<file path="src/inc/cad_cfg.svh">
// Constants and offsets of the arithmetic and logic datapath.
`ifndef CAD_CFG_SVH
`define CAD_CFG_SVH
`define CAD_OFS_CLKCTL      8'h00
`define CAD_OFS_STATUS      8'h01
`define CAD_OFS_LASTCLK     8'h02
`define CAD_CLKSEL_RST      3'h0
`define CAD_CLKSEL_MAX      3'h4
`define CAD_ST_BUSY         0
`define CAD_ST_ZERO         1
`define CAD_ST_HALF         2
`define CAD_ST_CARRY        3
`define CAD_CLK_ROTATE      6'h02
`define CAD_CLK_STEP_REG    6'h02
`define CAD_CLK_STEP_FAST   6'h04
`define CAD_CLK_STEP_SLOW   6'h06
`define CAD_CLK_WSTEP       6'h04
`define CAD_CLK_WORD        6'h06
`define CAD_CLK_MUL         6'h10
`define CAD_CLK_DIV         6'h19
`define CAD_CLK_NIB_FAST    6'h0A
`define CAD_CLK_NIB_SLOW    6'h0C
`define CAD_CLK_REG         6'h04
`define CAD_CLK_SIMM_FAST   6'h06
`define CAD_CLK_SIMM_SLOW   6'h08
`define CAD_CLK_SDIR_FAST   6'h04
`define CAD_CLK_SDIR_SLOW   6'h05
`define CAD_CLK_FAR_FAST    6'h08
`define CAD_CLK_FAR_SLOW    6'h09
`define CAD_MUL_STEPS       5'h08
`define CAD_DIV_STEPS       5'h10
`endif

</file>
<file path="src/inc/cad_pkg.sv">
// Types shared by the arithmetic and logic datapath modules.
package cad_pkg;
  typedef enum logic [4:0] {
    OP_ADD, OP_ADD_WITH_CARRY, OP_MINUS, OP_MINUS_WITH_BORROW,
    OP_AND, OP_OR, OP_EXCL_OR, OP_COMPARE,
    OP_WORD_ADD, OP_WORD_MINUS, OP_WORD_COMPARE, OP_MULTIPLY, OP_WORD_DIVIDE,
    OP_PLUS_ONE, OP_MINUS_ONE, OP_WORD_PLUS_ONE, OP_WORD_MINUS_ONE,
    OP_ROT_RIGHT, OP_ROT_LEFT, OP_ROT_RIGHT_CARRY, OP_ROT_LEFT_CARRY,
    OP_NIBBLE_RIGHT, OP_NIBBLE_LEFT
  } cad_op_t;
  typedef enum logic [2:0] {
    MODE_REG, MODE_SADDR_IMM, MODE_SADDR, MODE_ABS, MODE_PTR, MODE_PTR_OFS
  } cad_mode_t;
  typedef enum logic [2:0] {ALU_ADD, ALU_SUB, ALU_AND, ALU_OR, ALU_XOR} cad_aluop_t;
  typedef enum {ST_IDLE, ST_RUN} cad_state_t;
endpackage : cad_pkg

</file>
<file path="src/inc/cad_alu_if.sv">
// Operand and result bundle between the datapath and its byte ALU.
`timescale 1ns/1ps
interface cad_alu_if;
  import cad_pkg::*;
  logic [7:0] a;
  logic [7:0] b;
  logic       cin;
  cad_aluop_t op;
  logic [7:0] y;
  logic       co;
  logic       hc;
  modport requester (output a, output b, output cin, output op,
                     input y, input co, input hc);
  modport unit (input a, input b, input cin, input op,
                output y, output co, output hc);
endinterface : cad_alu_if

</file>
<file path="src/verilog/cad_datapath.sv">
// Arithmetic and logic execution datapath of the CPU core.
`timescale 1ns/1ps
`include "cad_cfg.svh"
module cad_datapath import cad_pkg::*; (
  input  wire logic        clock,
  input  wire logic        rst_n,
  input  wire logic        start,
  input  wire cad_op_t     op,
  input  wire cad_mode_t   mode,
  input  wire logic        inFastRam,
  input  wire logic [3:0]  readWaits,
  input  wire logic [3:0]  writeWaits,
  input  wire logic [7:0]  destByte,
  input  wire logic [7:0]  srcByte,
  input  wire logic [15:0] wordIn,
  input  wire logic [15:0] wordImm,
  input  wire logic [7:0]  memByte,
  input  wire logic [7:0]  regAddr,
  input  wire logic [7:0]  regWdata,
  input  wire logic        regWrite,
  input  wire logic        regRead,
  output logic             busy,
  output logic             done,
  output logic      [7:0]  byteOut,
  output logic             byteWrite,
  output logic      [15:0] wordOut,
  output logic             wordWrite,
  output logic      [7:0]  remOut,
  output logic             remWrite,
  output logic      [7:0]  memOut,
  output logic             memWrite,
  output logic             resultNullFlag,
  output logic             halfCarryFlag,
  output logic             carryFlag,
  output logic      [7:0]  regRdata
);
  cad_alu_if aluBus ();

  cad_state_t  state_reg;
  logic [2:0]  clkSel_reg;
  logic [3:0]  pre_reg;
  logic [5:0]  cnt_reg;
  logic [5:0]  lastClk_reg;
  logic        zero_reg;
  logic        half_reg;
  logic        carry_reg;
  logic        done_reg;
  logic [7:0]  rdata_reg;
  logic [7:0]  resByte_reg;
  logic [15:0] resWord_reg;
  logic [7:0]  resMem_reg;
  logic [2:0]  newFlags_reg;
  logic [2:0]  updFlags_reg;
  logic [3:0]  wrMask_reg;
  logic        useMd_reg;
  logic [7:0]  byteOut_reg;
  logic [15:0] wordOut_reg;
  logic [7:0]  remOut_reg;
  logic [7:0]  memOut_reg;
  logic [3:0]  strobes_reg;

  // Decoded values for the operation being accepted.
  cad_aluop_t  aluOp;
  logic [7:0]  bUse;
  logic        cinUse;
  logic [7:0]  rByte;
  logic [15:0] rWord;
  logic [7:0]  rMem;
  logic        rZ;
  logic        rH;
  logic        rC;
  logic        updZ;
  logic        updH;
  logic        updC;
  logic        wrB;
  logic        wrW;
  logic        wrR;
  logic        wrM;
  logic        useMd;
  logic [16:0] wSum;
  logic [16:0] wDif;
  logic [4:0]  wSumLo;
  logic [4:0]  wDifLo;
  logic [5:0]  baseClk;
  logic [4:0]  extraClk;
  logic [5:0]  totalClk;
  logic        farMode;
  logic        accept;
  logic        finish;
  logic        tick;
  logic [3:0]  divMask;
  logic [2:0]  selClamped;
  logic        wrClkCtl;
  logic        wrStatus;
  logic [7:0]  rdMux;
  logic [15:0] mdWord;
  logic [7:0]  mdRem;
  logic [15:0] finWord;

  cad_alu8 alu (
    .bus (aluBus.unit)
  );

  cad_muldiv md (
    .clock        (clock),
    .rst_n        (rst_n),
    .tick         (tick),
    .start        (accept && useMd),
    .isDivide     (op == OP_WORD_DIVIDE),
    .multiplicand (destByte),
    .operand      (srcByte),
    .dividend     (wordIn),
    .wordResult   (mdWord),
    .remainder    (mdRem)
  );

  // The CPU clock is the core clock divided by a power of two; the prescaler
  // restarts on every accepted operation so counts are exact multiples.
  assign selClamped = (clkSel_reg > `CAD_CLKSEL_MAX) ? `CAD_CLKSEL_MAX : clkSel_reg;
  assign divMask    = (4'h1 << selClamped) - 4'h1;
  assign tick       = (pre_reg & divMask) == divMask;

  assign accept = start && state_reg == ST_IDLE;
  assign finish = state_reg == ST_RUN && tick && cnt_reg == 6'h01;
  assign busy   = state_reg == ST_RUN;

  assign aluBus.a   = destByte;
  assign aluBus.b   = bUse;
  assign aluBus.cin = cinUse;
  assign aluBus.op  = aluOp;

  assign wSum   = {1'b0, wordIn} + {1'b0, wordImm};
  assign wDif   = {1'b0, wordIn} - {1'b0, wordImm};
  assign wSumLo = {1'b0, wordIn[3:0]} + {1'b0, wordImm[3:0]};
  assign wDifLo = {1'b0, wordIn[3:0]} - {1'b0, wordImm[3:0]};

  always_comb begin
    aluOp  = ALU_ADD;
    bUse   = srcByte;
    cinUse = 1'b0;
    rByte  = aluBus.y;
    rWord  = wordIn;
    rMem   = memByte;
    rZ     = aluBus.y == 8'h00;
    rH     = aluBus.hc;
    rC     = aluBus.co;
    updZ   = 1'b1;
    updH   = 1'b1;
    updC   = 1'b1;
    wrB    = 1'b1;
    wrW    = 1'b0;
    wrR    = 1'b0;
    wrM    = 1'b0;
    useMd  = 1'b0;
    case (op)
      OP_ADD: ;
      OP_ADD_WITH_CARRY: cinUse = carry_reg;
      OP_MINUS: aluOp = ALU_SUB;
      OP_MINUS_WITH_BORROW: begin
        aluOp  = ALU_SUB;
        cinUse = carry_reg;
      end
      OP_COMPARE: begin
        aluOp = ALU_SUB;
        wrB   = 1'b0;
      end
      OP_AND, OP_OR, OP_EXCL_OR: begin
        aluOp = (op == OP_AND) ? ALU_AND : (op == OP_OR) ? ALU_OR : ALU_XOR;
        updH  = 1'b0;
        updC  = 1'b0;
      end
      OP_PLUS_ONE, OP_MINUS_ONE: begin
        aluOp = (op == OP_PLUS_ONE) ? ALU_ADD : ALU_SUB;
        bUse  = 8'h01;
        updC  = 1'b0;
      end
      OP_WORD_ADD: begin
        rWord = wSum[15:0];
        rZ    = wSum[15:0] == 16'h0000;
        rH    = wSumLo[4];
        rC    = wSum[16];
        wrB   = 1'b0;
        wrW   = 1'b1;
      end
      OP_WORD_MINUS, OP_WORD_COMPARE: begin
        rWord = wDif[15:0];
        rZ    = wDif[15:0] == 16'h0000;
        rH    = wDifLo[4];
        rC    = wDif[16];
        wrB   = 1'b0;
        wrW   = op == OP_WORD_MINUS;
      end
      OP_WORD_PLUS_ONE, OP_WORD_MINUS_ONE, OP_MULTIPLY, OP_WORD_DIVIDE: begin
        rWord = (op == OP_WORD_PLUS_ONE) ? wordIn + 16'h0001 : wordIn - 16'h0001;
        updZ  = 1'b0;
        updH  = 1'b0;
        updC  = 1'b0;
        wrB   = 1'b0;
        wrW   = 1'b1;
        useMd = op == OP_MULTIPLY || op == OP_WORD_DIVIDE;
        wrR   = op == OP_WORD_DIVIDE;
      end
      OP_ROT_RIGHT, OP_ROT_RIGHT_CARRY: begin
        rByte = {(op == OP_ROT_RIGHT) ? destByte[0] : carry_reg, destByte[7:1]};
        rC    = destByte[0];
        updZ  = 1'b0;
        updH  = 1'b0;
      end
      OP_ROT_LEFT, OP_ROT_LEFT_CARRY: begin
        rByte = {destByte[6:0], (op == OP_ROT_LEFT) ? destByte[7] : carry_reg};
        rC    = destByte[7];
        updZ  = 1'b0;
        updH  = 1'b0;
      end
      OP_NIBBLE_RIGHT: begin
        rByte = {destByte[7:4], memByte[3:0]};
        rMem  = {destByte[3:0], memByte[7:4]};
        wrM   = 1'b1;
        updZ  = 1'b0;
        updH  = 1'b0;
        updC  = 1'b0;
      end
      OP_NIBBLE_LEFT: begin
        rByte = {destByte[7:4], memByte[7:4]};
        rMem  = {memByte[3:0], destByte[3:0]};
        wrM   = 1'b1;
        updZ  = 1'b0;
        updH  = 1'b0;
        updC  = 1'b0;
      end
      default: begin
        updZ = 1'b0;
        updH = 1'b0;
        updC = 1'b0;
        wrB  = 1'b0;
      end
    endcase
  end

  // Instruction length in CPU clocks; slow forms apply outside fast RAM.
  always_comb begin
    case (op)
      OP_WORD_ADD, OP_WORD_MINUS, OP_WORD_COMPARE: baseClk = `CAD_CLK_WORD;
      OP_MULTIPLY: baseClk = `CAD_CLK_MUL;
      OP_WORD_DIVIDE: baseClk = `CAD_CLK_DIV;
      OP_WORD_PLUS_ONE, OP_WORD_MINUS_ONE: baseClk = `CAD_CLK_WSTEP;
      OP_ROT_RIGHT, OP_ROT_LEFT, OP_ROT_RIGHT_CARRY, OP_ROT_LEFT_CARRY:
        baseClk = `CAD_CLK_ROTATE;
      OP_NIBBLE_RIGHT, OP_NIBBLE_LEFT:
        baseClk = inFastRam ? `CAD_CLK_NIB_FAST : `CAD_CLK_NIB_SLOW;
      OP_PLUS_ONE, OP_MINUS_ONE:
        baseClk = (mode == MODE_REG) ? `CAD_CLK_STEP_REG :
                  inFastRam ? `CAD_CLK_STEP_FAST : `CAD_CLK_STEP_SLOW;
      default: begin
        case (mode)
          MODE_REG: baseClk = `CAD_CLK_REG;
          MODE_SADDR_IMM: baseClk = inFastRam ? `CAD_CLK_SIMM_FAST : `CAD_CLK_SIMM_SLOW;
          MODE_SADDR: baseClk = inFastRam ? `CAD_CLK_SDIR_FAST : `CAD_CLK_SDIR_SLOW;
          MODE_PTR: baseClk = inFastRam ? `CAD_CLK_SDIR_FAST : `CAD_CLK_SDIR_SLOW;
          default: baseClk = inFastRam ? `CAD_CLK_FAR_FAST : `CAD_CLK_FAR_SLOW;
        endcase
      end
    endcase
  end

  assign farMode = mode == MODE_ABS || mode == MODE_PTR || mode == MODE_PTR_OFS;

  // Wait states stretch only accesses that leave fast RAM.
  always_comb begin
    extraClk = 5'h00;
    if (!inFastRam) begin
      if (op == OP_NIBBLE_RIGHT || op == OP_NIBBLE_LEFT) begin
        extraClk = {1'b0, readWaits} + {1'b0, writeWaits};
      end else if (wrB && farMode && op != OP_PLUS_ONE && op != OP_MINUS_ONE) begin
        extraClk = {1'b0, readWaits};
      end else if (op == OP_COMPARE && farMode) begin
        extraClk = {1'b0, readWaits};
      end
    end
  end

  assign totalClk = baseClk + {1'b0, extraClk};

  assign wrClkCtl = regWrite && regAddr == `CAD_OFS_CLKCTL;
  assign wrStatus = regWrite && regAddr == `CAD_OFS_STATUS;
  assign rdMux = (regAddr == `CAD_OFS_CLKCTL)  ? {5'h00, clkSel_reg} :
                 (regAddr == `CAD_OFS_STATUS)  ? {4'h0, carry_reg, half_reg, zero_reg, busy} :
                 (regAddr == `CAD_OFS_LASTCLK) ? {2'h0, lastClk_reg} : 8'h00;

  assign finWord = useMd_reg ? mdWord : resWord_reg;

  always_ff @(posedge clock or negedge rst_n) begin
    if (!rst_n) begin
      state_reg   <= ST_IDLE;
      cnt_reg     <= 6'h00;
      pre_reg     <= 4'h0;
      clkSel_reg  <= `CAD_CLKSEL_RST;
      lastClk_reg <= 6'h00;
      rdata_reg   <= 8'h00;
    end else begin
      pre_reg   <= accept ? 4'h0 : pre_reg + 4'h1;
      rdata_reg <= regRead ? rdMux : 8'h00;
      if (wrClkCtl) clkSel_reg <= regWdata[2:0];
      case (state_reg)
        ST_IDLE: begin
          if (accept) begin
            state_reg   <= ST_RUN;
            cnt_reg     <= totalClk;
            lastClk_reg <= totalClk;
          end
        end
        ST_RUN: begin
          if (tick) cnt_reg <= cnt_reg - 6'h01;
          if (finish) state_reg <= ST_IDLE;
        end
        default: state_reg <= ST_IDLE;
      endcase
    end
  end

  always_ff @(posedge clock or negedge rst_n) begin
    if (!rst_n) begin
      resByte_reg  <= 8'h00;
      resWord_reg  <= 16'h0000;
      resMem_reg   <= 8'h00;
      newFlags_reg <= 3'h0;
      updFlags_reg <= 3'h0;
      wrMask_reg   <= 4'h0;
      useMd_reg    <= 1'b0;
    end else if (accept) begin
      resByte_reg  <= rByte;
      resWord_reg  <= rWord;
      resMem_reg   <= rMem;
      newFlags_reg <= {rC, rH, rZ};
      updFlags_reg <= {updC, updH, updZ};
      wrMask_reg   <= {wrR, wrM, wrW, wrB};
      useMd_reg    <= useMd;
    end
  end

  // A flag update at completion wins over a software write in the same cycle.
  always_ff @(posedge clock or negedge rst_n) begin
    if (!rst_n) begin
      zero_reg  <= 1'b0;
      half_reg  <= 1'b0;
      carry_reg <= 1'b0;
    end else begin
      if (finish && updFlags_reg[0]) zero_reg <= newFlags_reg[0];
      else if (wrStatus) zero_reg <= regWdata[`CAD_ST_ZERO];
      if (finish && updFlags_reg[1]) half_reg <= newFlags_reg[1];
      else if (wrStatus) half_reg <= regWdata[`CAD_ST_HALF];
      if (finish && updFlags_reg[2]) carry_reg <= newFlags_reg[2];
      else if (wrStatus) carry_reg <= regWdata[`CAD_ST_CARRY];
    end
  end

  always_ff @(posedge clock or negedge rst_n) begin
    if (!rst_n) begin
      done_reg    <= 1'b0;
      strobes_reg <= 4'h0;
      byteOut_reg <= 8'h00;
      wordOut_reg <= 16'h0000;
      remOut_reg  <= 8'h00;
      memOut_reg  <= 8'h00;
    end else begin
      done_reg    <= finish;
      strobes_reg <= finish ? wrMask_reg : 4'h0;
      if (finish) begin
        byteOut_reg <= resByte_reg;
        wordOut_reg <= finWord;
        remOut_reg  <= mdRem;
        memOut_reg  <= resMem_reg;
      end
    end
  end

  assign done           = done_reg;
  assign byteWrite      = strobes_reg[0];
  assign wordWrite      = strobes_reg[1];
  assign memWrite       = strobes_reg[2];
  assign remWrite       = strobes_reg[3];
  assign byteOut        = byteOut_reg;
  assign wordOut        = wordOut_reg;
  assign remOut         = remOut_reg;
  assign memOut         = memOut_reg;
  assign resultNullFlag = zero_reg;
  assign halfCarryFlag  = half_reg;
  assign carryFlag      = carry_reg;
  assign regRdata       = rdata_reg;
endmodule : cad_datapath

</file>
<file path="src/verilog/cad_alu8.sv">
// Combinational byte ALU with carry and half carry.
`timescale 1ns/1ps
module cad_alu8 import cad_pkg::*; (
  cad_alu_if.unit bus
);
  logic [8:0] sum9;
  logic [8:0] dif9;
  logic [4:0] sumLo;
  logic [4:0] difLo;

  assign sum9  = {1'b0, bus.a} + {1'b0, bus.b} + {8'h00, bus.cin};
  assign dif9  = {1'b0, bus.a} - {1'b0, bus.b} - {8'h00, bus.cin};
  assign sumLo = {1'b0, bus.a[3:0]} + {1'b0, bus.b[3:0]} + {4'h0, bus.cin};
  assign difLo = {1'b0, bus.a[3:0]} - {1'b0, bus.b[3:0]} - {4'h0, bus.cin};

  always_comb begin
    bus.co = 1'b0;
    bus.hc = 1'b0;
    case (bus.op)
      ALU_ADD: begin
        bus.y  = sum9[7:0];
        bus.co = sum9[8];
        bus.hc = sumLo[4];
      end
      ALU_SUB: begin
        // Bit 8 of the wide difference is the borrow out.
        bus.y  = dif9[7:0];
        bus.co = dif9[8];
        bus.hc = difLo[4];
      end
      ALU_AND: bus.y = bus.a & bus.b;
      ALU_OR:  bus.y = bus.a | bus.b;
      ALU_XOR: bus.y = bus.a ^ bus.b;
      default: bus.y = 8'h00;
    endcase
  end
endmodule : cad_alu8

</file>
<file path="src/verilog/cad_muldiv.sv">
// Iterative unsigned multiplier and word divider, one step per CPU clock.
`timescale 1ns/1ps
`include "cad_cfg.svh"
module cad_muldiv (
  input  wire logic        clock,
  input  wire logic        rst_n,
  input  wire logic        tick,
  input  wire logic        start,
  input  wire logic        isDivide,
  input  wire logic [7:0]  multiplicand,
  input  wire logic [7:0]  operand,
  input  wire logic [15:0] dividend,
  output logic      [15:0] wordResult,
  output logic      [7:0]  remainder
);
  logic [15:0] acc_reg;
  logic [8:0]  rem_reg;
  logic [7:0]  opnd_reg;
  logic [4:0]  step_reg;
  logic        div_reg;
  logic [8:0]  mulSum;
  logic [8:0]  divShift;
  logic        divFits;
  logic [15:0] acc_next;
  logic [8:0]  rem_next;

  assign mulSum   = {1'b0, acc_reg[15:8]} + (acc_reg[0] ? {1'b0, opnd_reg} : 9'h000);
  assign divShift = {rem_reg[7:0], acc_reg[15]};
  // A zero divisor always fits, so the quotient saturates to all ones and
  // the remainder ends as the dividend's low byte, in the usual step count.
  assign divFits  = divShift >= {1'b0, opnd_reg};
  assign acc_next = div_reg ? {acc_reg[14:0], divFits} : {mulSum, acc_reg[7:1]};
  assign rem_next = div_reg ? (divFits ? divShift - {1'b0, opnd_reg} : divShift) : rem_reg;
  assign wordResult = acc_reg;
  assign remainder  = rem_reg[7:0];

  always_ff @(posedge clock or negedge rst_n) begin
    if (!rst_n) begin
      acc_reg  <= 16'h0000;
      rem_reg  <= 9'h000;
      opnd_reg <= 8'h00;
      step_reg <= 5'h00;
      div_reg  <= 1'b0;
    end else if (start) begin
      acc_reg  <= isDivide ? dividend : {8'h00, multiplicand};
      rem_reg  <= 9'h000;
      opnd_reg <= operand;
      div_reg  <= isDivide;
      step_reg <= isDivide ? `CAD_DIV_STEPS : `CAD_MUL_STEPS;
    end else if (tick && step_reg != 5'h00) begin
      acc_reg  <= acc_next;
      rem_reg  <= rem_next;
      step_reg <= step_reg - 5'h01;
    end
  end
endmodule : cad_muldiv

</file>
<file path="config.mk">
export PLATFORM = sky130hd
export DESIGN_NAME = cad_datapath
export DESIGN_NICKNAME = d
export VERILOG_FILES = /design/src/inc/cad_pkg.sv /design/src/inc/cad_alu_if.sv /design/src/verilog/cad_datapath.sv /design/src/verilog/cad_alu8.sv /design/src/verilog/cad_muldiv.sv
export VERILOG_INCLUDE_DIRS = /design/src /design/src/inc
export SDC_FILE = /design/constraint.sdc
export NUM_CORES = 1
export LEC_CHECK = 0
export CAP_MARGIN = 20
export CORE_ASPECT_RATIO = 0.7
export CORE_MARGIN = 3
export CORE_UTILIZATION = 40
export DETAILED_ROUTE_END_ITERATION = 16
export DONT_BUFFER_PORTS = 1
export PLACE_DENSITY = 0.63
export SKIP_CTS_REPAIR_TIMING = 1
export SYNTH_ARGS = -nofsm -noshare
export SYNTH_HDL_FRONTEND = slang
export SYNTH_SLANG_ARGS = --single-unit
</file>
<file path="constraint.sdc">
create_clock -name clock -period 2.6 [get_ports clock]
set_input_delay 0.52 -clock clock [delete_from_list [all_inputs] [get_ports clock]]
set_output_delay 0.52 -clock clock [all_outputs]
set_load 0.1 [all_outputs]
</file>
---- After elaboration in Yosys (flattened, before gate mapping) ----
Index checks and enable logic that the tools add are counted.
storage, ports and cells
  bits in registers ....................... 186
  bits of input ports ..................... 94
  output and inout port bits .............. 57
  word-level logic and storage cells ...... 224
operators by class
  $add $sub $neg .......................... 22
  $lt $le $gt $ge ......................... 2
  equal/unequal tests ..................... 42
  shift operators ......................... 1
  multiplexer cells ....................... 70
  bitwise logic cells ..................... 4
  reduce and logical (&&, ||, !) cells .... 56
operators with widths
  kind                   count
  $mux 16                6
  $logic_not 32->1       2
  $mux 32                2
  $pmux 32 s2            1
  $mux 8                 6
  $pmux 16 s3            1
  $eq 5x4->1 const B     8
  $pmux 8 s5             1
  $mux 6                 6
  $eq 5x5->1 const B     7
  $pmux 5 s7             1
  $eq 32x1->1 const B    1
  $eq 32x2->1 const B    1
  $logic_not 16->1       2
  $pmux 8 s4             1
  $mux 5                 5
  $eq 5x3->1 const B     4
  $mux 4                 5
  $mux 1                 19
  $add 16x16->17         1
  $sub 16x16->17         1
  $add 16x1->16 const B  1
  $logic_not 8->1        2
  $pmux 8 s2             1
  58 further kinds       112

---- Longest topological paths before layout ----
Gate-level depths: netlist of the first run.
  depth after elaboration ................. 12
  depth in mapped cells ................... 18
  mapped depth without buffers ............ 17

---- By module ----
Synthesis of the first run repeated with hierarchy kept, for this count alone.
unflattened totals
  cell total of the unflattened synthesis .. 1550
  area, all modules ....................... 13160.1 µm²
modules (own cells, without submodules)
  module        times used  cells each  area an instance (µm²)  sequential area each (µm²)
  cad_datapath  1           1047        8974.9                  2927.8
  cad_muldiv    1           313         2791.4                  950.9
  cad_alu8      1           190         1393.8                  0.0

---- Least setup slack after synthesis of the first run ----
OpenSTA, ideal clock, no wires.
  kind .................................... reg2reg
  start point ............................. reg carry_reg, in the netlist carryFlag
  end point ............................... reg newFlags_reg[0]
  setup time .............................. 82 ps
  arrival ................................. 3634 ps
  required time ........................... 2518 ps
  path slack .............................. -1115 ps
  cell stages (with the launch flop) ...... 15
  buffers on the path ..................... 0
  clock period less this slack ............ 3715 ps
  path through ............................ dfrtp_1 > nand3_1 > xor2_1 > ha_1 > a21o_1 > ha_1 > a211o_1 > a21o_1 > a21oi_1 > o21bai_1 > and4b_1 > nor3_1 > nand4_1 > o41a_1 > a31oi_1
on the way
  longest elaborated chain between the ends .. 5
  elaborated cells on any way between the ends .. 6
  classes of those cells .................. add/sub: 2; mux: 3; reduce/logical: 1
RTL lines
  element                                            RTL line                        text
  start: declaration                                 cad_datapath.sv:46              logic carry_reg;
  start signal: assignment                           cad_datapath.sv:352             if (finish && updFlags_reg[2]) carry_reg <= newFlags_reg[2];
  start signal: assignment                           cad_datapath.sv:353             else if (wrStatus) carry_reg <= regWdata[`CAD_ST_CARRY];
  $mux 1 (*)                                         cad_datapath.sv:155             case (op)
  $sub 9x1->9 / $add 9x1->9 (equally long branches)  cad_alu8.sv:12, cad_alu8.sv:11
  $pmux 8 s5 (*)                                     cad_alu8.sv:19                  case (bus.op)
  $logic_not 8->1 (*)                                cad_datapath.sv:144             rZ = aluBus.y == 8'h00;
  $pmux 1 s2 (*)                                     cad_datapath.sv:155
  end signal: assignment                             cad_datapath.sv:334             newFlags_reg <= {rC, rH, rZ};
  end: declaration                                   cad_datapath.sv:52              logic [2:0] newFlags_reg;
Every way passes the cells marked *; elsewhere a longest branch is shown, timed or not.
A chain may end at the register's enable or synchronous reset.

---- Final worst setup path of the first run ----
Ends and elaborated chain as after synthesis.

==> results of run 1 <==
-- metal layers --
metal	part of all wire (%)	global-route usage, %	routed length [um]	vias up
li1	-	-	-	5945
met1	49	39.5	21600	5907
met2	41	36.4	18100	421
met3	8.6	7.25	3800	30
met4	0.82	3.63	360	0
met5	0	0	0	-
-- kinds of logic (layout without fill, tap and decap cells) --
| family | after synthesis | after routing | share of synthesized area, % |
|---|---|---|---|
| AND/OR/NAND/NOR | 496 | 496 | 18.0 |
| other | 1 | 2 | 0.0297 |
| flip-flops | 155 | 155 | 30.7 |
| multiplexers | 63 | 63 | 5.25 |
| buffers and inverters | 167 | 389 | 5.16 |
| XOR/XNOR | 67 | 67 | 4.64 |
| AO/OA/AOI/OAI | 472 | 472 | 23.9 |
| adder cells (fa/ha/maj) | 118 | 118 | 12.3 |
-- layout by cell type, fill, tap and decap left out, types with 18 or more instances in the layout --
| master | count |
|---|---|
| sky130_fd_sc_hd__buf_4 | 255 |
| sky130_fd_sc_hd__xnor2_1 | 42 |
| sky130_fd_sc_hd__a21o_1 | 31 |
| sky130_fd_sc_hd__nor3_1 | 29 |
| sky130_fd_sc_hd__a21oi_1 | 99 |
| sky130_fd_sc_hd__ha_1 | 95 |
| sky130_fd_sc_hd__nand2b_1 | 18 |
| sky130_fd_sc_hd__inv_1 | 83 |
| sky130_fd_sc_hd__a31oi_1 | 25 |
| sky130_fd_sc_hd__o21ai_0 | 105 |
| sky130_fd_sc_hd__nor2b_1 | 23 |
| sky130_fd_sc_hd__mux2i_1 | 36 |
| sky130_fd_sc_hd__clkbuf_16 | 18 |
| sky130_fd_sc_hd__nor2_1 | 150 |
| sky130_fd_sc_hd__o21ai_1 | 21 |
| sky130_fd_sc_hd__and2_1 | 20 |
| sky130_fd_sc_hd__dfrtp_1 | 153 |
| sky130_fd_sc_hd__nand2_1 | 162 |
-- critical path, cell delays in order (launching register included) --
cell	delay (ns)
sky130_fd_sc_hd__dfrtp_2	0.46
sky130_fd_sc_hd__nand3_4	0.11
sky130_fd_sc_hd__xor2_2	0.15
sky130_fd_sc_hd__ha_2	0.17
sky130_fd_sc_hd__a21o_1	0.11
sky130_fd_sc_hd__inv_1	0.06
sky130_fd_sc_hd__fa_1	0.47
sky130_fd_sc_hd__nor3_1	0.06
sky130_fd_sc_hd__a221o_1	0.29
sky130_fd_sc_hd__or3b_1	0.42
sky130_fd_sc_hd__nor4_4	0.23
sky130_fd_sc_hd__nand4_1	0.25
sky130_fd_sc_hd__o41a_1	0.17
sky130_fd_sc_hd__a31oi_1	0.16
-- power by group through the flow --
| stage | clock, mW | sequential (mW) | combinational (mW) |
|---|---|---|---|
| finish | 2.64 | 5.85 | 6.11 |
| global route | 2.77 | 5.97 | 6.74 |
| CTS | 2.68 | 5.86 | 5.84 |
| detailed placement | 0 | 5.90 | 5.79 |
| global placement | 0 | 5.87 | 5.67 |
| floorplan | 0 | 6.04 | 3.76 |
-- per-stage QoR --
step	setup TNS (ns)	total power, mW	util (%)
4_1_cts	-3.49	14.4	51.4
2_1_floorplan	-8.23	9.80	-
5_1_grt	-4.69	15.5	53.1
3_3_place_gp	-13.83	11.5	49.4
3_5_place_dp	-14.73	11.7	49.4
6_report	-2.42	14.6	53.1
-- Yosys cell counts, types with 5 or more instances --
library cell               count  area (um^2)
sky130_fd_sc_hd__nand3_1      21          105
sky130_fd_sc_hd__mux2_2       13          146
sky130_fd_sc_hd__nor2b_1      27          169
sky130_fd_sc_hd__a222oi_1      7         70.1
sky130_fd_sc_hd__mux2i_1      36          360
sky130_fd_sc_hd__a211oi_1     17          128
sky130_fd_sc_hd__buf_2        12         60.1
sky130_fd_sc_hd__fa_1         10          200
sky130_fd_sc_hd__a21o_1       31          233
sky130_fd_sc_hd__buf_1         5         18.8
sky130_fd_sc_hd__ha_1        108         1350
sky130_fd_sc_hd__a22oi_1      15          113
sky130_fd_sc_hd__o22ai_1       8         50.1
sky130_fd_sc_hd__nand2b_1     20          125
sky130_fd_sc_hd__o21ai_0     126          631
sky130_fd_sc_hd__mux2_1       14          158
sky130_fd_sc_hd__o221ai_1     12          105
sky130_fd_sc_hd__nand4_1       8         50.1
sky130_fd_sc_hd__xnor2_1      48          420
sky130_fd_sc_hd__and3_1        6         37.5
sky130_fd_sc_hd__dfrtp_1     155         3880
sky130_fd_sc_hd__o31ai_1      10         75.1
sky130_fd_sc_hd__a221o_1      10          100
sky130_fd_sc_hd__o211ai_1     13         97.6
sky130_fd_sc_hd__clkbuf_1     54          203
sky130_fd_sc_hd__o21bai_1      6         45.0
sky130_fd_sc_hd__xor2_1       19          166
sky130_fd_sc_hd__and2_1       20          125
sky130_fd_sc_hd__or3_1        13         81.3
sky130_fd_sc_hd__a221oi_1     15          131
sky130_fd_sc_hd__a21oi_1     115          576
sky130_fd_sc_hd__nor3_1       30          150
sky130_fd_sc_hd__a21boi_0      5         37.5
sky130_fd_sc_hd__a31oi_1      29          181
sky130_fd_sc_hd__inv_1        87          327
sky130_fd_sc_hd__o21a_1        8         60.1
sky130_fd_sc_hd__nor2_1      156          586
sky130_fd_sc_hd__nand2_1     166          623
sky130_fd_sc_hd__o21ai_1       7         35.0
-- final cells by class --
type	instances	area, um^2
multi-input cells	1218	8820
fillers	2868	14300
clock buffers	20	447
well taps	412	515
inverters	93	352
repair buffers	264	2060
clock inverters	12	160
flip-flops and latches	155	3880
-- path summary, 6_finish.rpt --
| kind | endpoint | cells after the start | start |
|---|---|---|---|
| setup / recovery | newFlags_reg[0] | 13 | carryFlag |
| hold / removal | regRdata[1] | 0 | rst_n |
| setup reg to reg | newFlags_reg[0] | 13 | carryFlag |
| hold reg to reg | wrMask_reg[1] | 2 | wrMask_reg[1] |
| max in group asynchronous | md.wordResult[0] | 0 | rst_n |
| min in group clock | regRdata[2] | 1 | regAddr[0] |
==> results.md, run 1 <==
- The final setup slack of the worst path is -0.584 ns.
- The max-slew violation total from the final report is 0.
- The final design area excluding fillers is 16200 um^2.
- The combinational cell fraction of total power is 41.8%.
- Setup violations remaining at the end of the flow were counted as 13.
- The internal power contribution is 7.63 mW.
- For the pin with the worst max-slew slack, the measured transition is 0.937 ns.
- 0 antenna diodes ended up in the layout.
- Per report_power, the sequential group accounts for 40.1% of the total.
- The sequential fraction of the synthesis area is 30.7%.
- The required time of the critical path is 2.95 ns.
- The number of library cell types mapped by synthesis is 80.
- The first TritonRoute pass finished after 6 iterations.
- The largest fanout on the critical path is 3.
- The static leakage is 7.43 nW.
- The total of max-cap violations is 0.
- The flow ran to the end, but the final reports show violations.
- The die covers 33800 um^2.
- Setup slack on the worst reg-to-reg path comes out at -0.58 ns.
- Timing analysis after detailed placement gives a worst setup slack of -1.02 ns.
- In the global route stage, overall resource usage came out at 25.7%.
- The placer congestion estimate is 0.940.
- The non-filler instance count after layout is 2174.
- The most common flop cell mapped by yosys is sky130_fd_sc_hd__dfrtp_1.
- Headroom to the max-slew limit came out at 37.5%.
- The number of vias per cell after detailed routing is 5.66.
- After clock tree synthesis, the clock-pin slew on the worst setup and hold paths is 0.06 ns.
- The final reports fail on hold timing, setup timing.
- Entering global routing, the biggest net connects 156 pins.
- In this run the remaining antenna-violating nets after routing total 0.
- CTS saw 155 sinks.
- The total wire length is 43900 um.
- TritonCTS built the clock tree.
- Across all hold checks on the routed design, the worst slack comes to -0.220 ns.
- The clock latency at the later pin of the worst-skew pair is 0.43 ns.
- The initial antenna violation count was 0.
- The synthesized design contains 155 register bits.
- In the final layout, the share of cells above drive strength 1 is 23.8%.
- VDD sags by at most 0.656 mV.
- The core region is 30600 um^2.
- The initial utilization of the core area, before any placement, comes to 41.4%.
- The HPWL after detailed placement is 34600 um.
- The global route total overflow is 0.
- In this run, synthesis inferred 0 flip-flops with an integrated enable.
- Setup repair after global routing could not meet its margin everywhere.
- The mean instance size in the synthesized netlist is 8.22 um^2.
- The die is 155 um tall.
- The total number of yosys warnings is 0.
- The endpoint kind of the worst setup timing path is a flip-flop.
- Port buffering added 0 buffers.
- The arrival time of the worst setup path is 3.53 ns.
- The number of clock buffers added by TritonCTS is 17.
- The clock network power share is 18.1%.
- For this run, design rule violations remaining after detail routing come to 0.
- Across the routed clock network, the largest skew measured is 0.00971 ns.
- The hold violation total from the final report is 155.
- In this run the cell area measured after placement is 15100 um^2.
- The detailed-route wire length per cell is 20.2 um.
- The worst path in the final design needs a cycle of 3.18 ns, including I/O delays and setup.
- 151 I/O pins were placed.
- The number of placed instances, taps included, is 2130.
- The switching part of the total power is 47.7%.
- Counting along the longest clock path gives a buffer depth of 2.
- The number of global-route vias before repair came to 11700.
- The first global-routing pass estimated 67800 um of wire.
- The H-tree generated during clock tree synthesis spans 4 levels.
- Based on the critical path, the design can be clocked at up to 314 MHz.
- After the last flow step, the layout net total stands at 1961.
- STA classifies the critical path startpoint as a flip-flop.
- The async set-reset flop share out of synthesis is 100%.
- The worst hold-check path type is in2async.
- The number of cell rows is 53.
- In the finished design, the share of the clock period the worst path needs comes to 122%.
- The detailed router placed 12300 vias in this run.
- The area growth from synthesis to layout is 28.3%.
- The critical path is of the reg2reg type.
- Measured along the x axis, the die boundary spans 219 um.
- The root buffer cell is sky130_fd_sc_hd__clkbuf_16.
- Summed over all nets, the switching power comes to 6.96 mW.
- The total power density per cell area is 899 nW/um^2.
- The cell area after synthesis is 12600 um^2.
- The cell count after synthesis is 1539.
- After the first detailed-routing iteration, the DRC count stood at 1175.
No activity file was read; power rests on OpenSTA's default activity.
==> inputs of run 2 (changes only) <==
--- a/config.mk
+++ b/config.mk
@@ -6,7 +6,6 @@
 export SDC_FILE = /design/constraint.sdc
 export NUM_CORES = 1
 export LEC_CHECK = 0
-export CAP_MARGIN = 20
 export CORE_ASPECT_RATIO = 0.7
 export CORE_MARGIN = 3
 export CORE_UTILIZATION = 40
==> constraint.sdc (replaced) <==
create_clock -name clock -period 2.6 [get_ports clock]
set_input_delay 0.13 -clock clock [delete_from_list [all_inputs] [get_ports clock]]
set_output_delay 0.13 -clock clock [all_outputs]
set_load 0.1 [all_outputs]
==> results.md, run 2 (same netlist as run 1, synthesis figures left out) <==
- The run finished, with violations left.
- The checks that failed: hold timing, setup timing.
- The required time of the critical path is 2.95 ns.
- The total wire length is 44000 um.
- Global routing consumed, over all layers together, 24.9% of the routing resources.
- The worst register-to-register path ends at newFlags_reg[0].
- The clock tree synthesis step divided the H-tree into 4 levels.
- The signal on the critical path passes through nand3_4 > xor2_1 > ha_2 > a21o_1 > ha_1 > a211o_1 > a21o_1 > a21oi_2 > buf_4 > xnor2_2 > o22ai_2 > a211oi_1 > nand4_1 > o41a_1 > a31oi_1.
- The number of global-route vias before repair is 11000.
- The detailed-route wire length per cell is 20.6 um.
- The net count of the finished layout is 1925.
- The total overflow left after global routing is 0.
- For this configuration, the core starts out at a cell density of 41.4%.
- The iteration count of the initial detailed-routing pass is 6.
- Counting stages on the worst path, the most repeated cell is sky130_fd_sc_hd__a21o_1.
- The tightest slew margin relative to the limit is 38.0%.
- The number of antenna-violating nets in the routed design is 0.
- The depth of the critical timing path with buffers and inverters included is 15.
- The initial antenna violation count is 1.
- The detailed-route DRC error count is 0.
- The endpoint kind of the worst setup timing path is a flip-flop.
- The critical path starts at carryFlag.
- In the layout the commonest cells are sky130_fd_sc_hd__buf_4, sky130_fd_sc_hd__nand2_1, sky130_fd_sc_hd__dfrtp_1, sky130_fd_sc_hd__nor2_1, sky130_fd_sc_hd__o21ai_0.
- The first global-routing pass estimated 65300 um of wire.
- The largest vdd supply drop is 0.789 mV.
- The post-route minimum period is 3.20 ns.
- The CTS tree is built.
- The via count of the routed design is 12300.
- The DRC marker count from the first detailed-route iteration is 1394.
- The clock reaches the later pin of the worst-skew pair after 0.44 ns.
- In the finished design, the share of the clock period the worst path needs comes to 123%.
- Of all nets on the critical path, the largest fanout is 3.
- The net switching power is 6.90 mW.
- Cells fill 51.4% of the core in the end.
- The relative contribution of sequential cells to total power is 35.8%.
- Summed over all cells, the static leakage comes to 7.11 nW.
- At the pin with the least slew margin, the transition time is 0.930 ns.
- For the worst setup path, the data arrival time is 3.55 ns.
- After layout, the worst setup slack is -0.595 ns.
- The placer congestion estimate is 0.954.
- The depth of the worst register-to-register path is 15.
- The area growth from synthesis to final layout is 24.3%.
- The slack of the worst reg-to-reg path is -0.60 ns.
- The switching part of the total power is 47.8%.
- The number of clock sinks seen by CTS is 155.
- The floorplan step defined a die boundary enclosing 33800 um^2.
- Together, buffers and inverters on the worst path number 1.
- The design draws 14.4 mW.
- The largest single stage delay on the critical path is 0.43 ns.
- The startpoint of the worst register-to-register path is carryFlag.
- Dividing total power by cell area gives a power density of 917 nW/um^2.
- The leading cell type in the layout, fill and taps excluded is sky130_fd_sc_hd__buf_4.
- Entering global routing, the biggest net connects 156 pins.
- The height of the die is 155 um.
- After clock tree synthesis, the clock-pin slew on the worst setup and hold paths is 0.07 ns.
- Summed over all nets, the half-perimeter wirelength after detailed placement is 33700 um.
- The placeable core area is 30600 um^2.
- The internal power contribution is 7.52 mW.
- The post-route netlist has 17.5% of its cells at a drive strength greater than 1.
- Timing would allow up to 313 MHz.
- The cell with the largest stage delay on the worst path is sky130_fd_sc_hd__dfrtp_4.
- The hold violation total from the final report was 162.
- The number of cell rows is 53.
- The tightest hold path in the finished design has a slack of -0.616 ns.
- The number of top-level design ports is 151.
- The max-slew violation total from the final report was 0.
- The tool flagged a number of max-cap violations equal to 0.
- Port buffering added 0 buffers.
- The startpoint-to-endpoint class of the critical path is reg2reg.
- Dividing the detail-routed via count by the number of cells gives 5.77.
- The final-report setup violation count is 9.
- The category of the worst setup path launch point is a flip-flop.
- In this run the worst setup path terminates at newFlags_reg[0].
- Setup repair after global routing could not meet its margin everywhere.
- Buffers inserted during clock tree synthesis total 17.
- The horizontal die dimension is 219 um.
- The layout has 2876 filler cells.
- The clock network power share is 17.4%.
- The maximum buffer depth of the clock tree is 2.
- The combinational cell fraction of total power is 46.8%.
- The tree is rooted in a sky130_fd_sc_hd__clkbuf_16.
- The kind of cell with the highest combined delay on the critical path is compound AO/OA/AOI/OAI gates.
- The path class of the tightest hold or removal check is in2async.
- Between clock sinks in the finished design, the worst skew comes to 0.0131 ns.
- The repair_antennas step left the layout with diodes totalling 0.
## run 2: cell types whose count changed in the layout (fill, tap and decap cells not counted), moves of 6 or more
cell	change
sky130_fd_sc_hd__buf_4	-77
sky130_fd_sc_hd__dlygate4sd3_1	+48
sky130_fd_sc_hd__a21oi_1	+7
sky130_fd_sc_hd__o21ai_0	+7
sky130_fd_sc_hd__o21ai_1	-6
## run 2: final cells by class
class / instances / area (um^2) / share of cell area [%]
clock inverter: 11 / 120 / 0.764
multi-input combinational: 1218 / 8550 / 54.4
tap: 412 / 515 / 3.28
sequential: 155 / 3880 / 24.7
timing repair buffer: 228 / 1850 / 11.8
inverter: 93 / 349 / 2.22
clock buffer: 21 / 460 / 2.93
## run 2: worst min path at each step
| stage | startpoint | to | slack, ns | cells after the start |
|---|---|---|---|---|
| after floorplan | rst_n | byteOut[0] | -0.17 | 0 |
| after global placement | rst_n | regRdata[1] | -0.16 | 0 |
| after detailed placement | rst_n | regRdata[0] | -0.16 | 0 |
| after CTS | rst_n | regRdata[0] | -0.63 | 0 |
| after global routing | rst_n | regRdata[0] | -0.63 | 0 |
| final | rst_n | regRdata[0] | -0.62 | 0 |
## run 2: metrics by stage
stage / area [um^2] / instances / worst slack [ns] / hold WS [ns] / TNS [ns]
after floorplan: 12900 / 1540 / -0.347 / -0.166 / -1.19
after global placement: 14500 / 2053 / -0.580 / -0.161 / -2.72
after detailed placement: 14500 / 2053 / -0.597 / -0.162 / -3.34
after CTS: 15000 / 2085 / -0.630 / -0.628 / -2.24
after global routing: 15700 / 2138 / -0.729 / -0.633 / -3.53
final: 15700 / 2138 / -0.595 / -0.616 / -2.25
## run 2: layer usage
metal | routed length [um] | up-vias | GRT usage (%)
li1 | - | 5877 | -
met5 | 0 | - | 0
met1 | 21300 | 5906 | 39.4
met2 | 17600 | 527 | 33.0
met3 | 4540 | 34 | 7.36
met4 | 482 | 0 | 4.87
## run 2: worst reg2reg max path: cells and delay by family (launching register included)
family | cells | cell delay (ns)
fa+ha+maj | 2 | 0.46
buf+inv | 1 | 0.14
xor+xnor | 2 | 0.29
simple gates | 2 | 0.29
compound gates | 8 | 1.50
flops | 1 | 0.43
## run 2: power by group through the flow
stage | Sequential (mW) | Clock, mW | Combinational, mW
2_1_floorplan | 6.05 | 0 | 3.73
3_3_place_gp | 5.18 | 0 | 6.31
3_5_place_dp | 5.20 | 0 | 6.43
4_1_cts | 5.16 | 2.52 | 6.46
5_1_grt | 5.28 | 2.63 | 7.37
6_report | 5.17 | 2.50 | 6.75
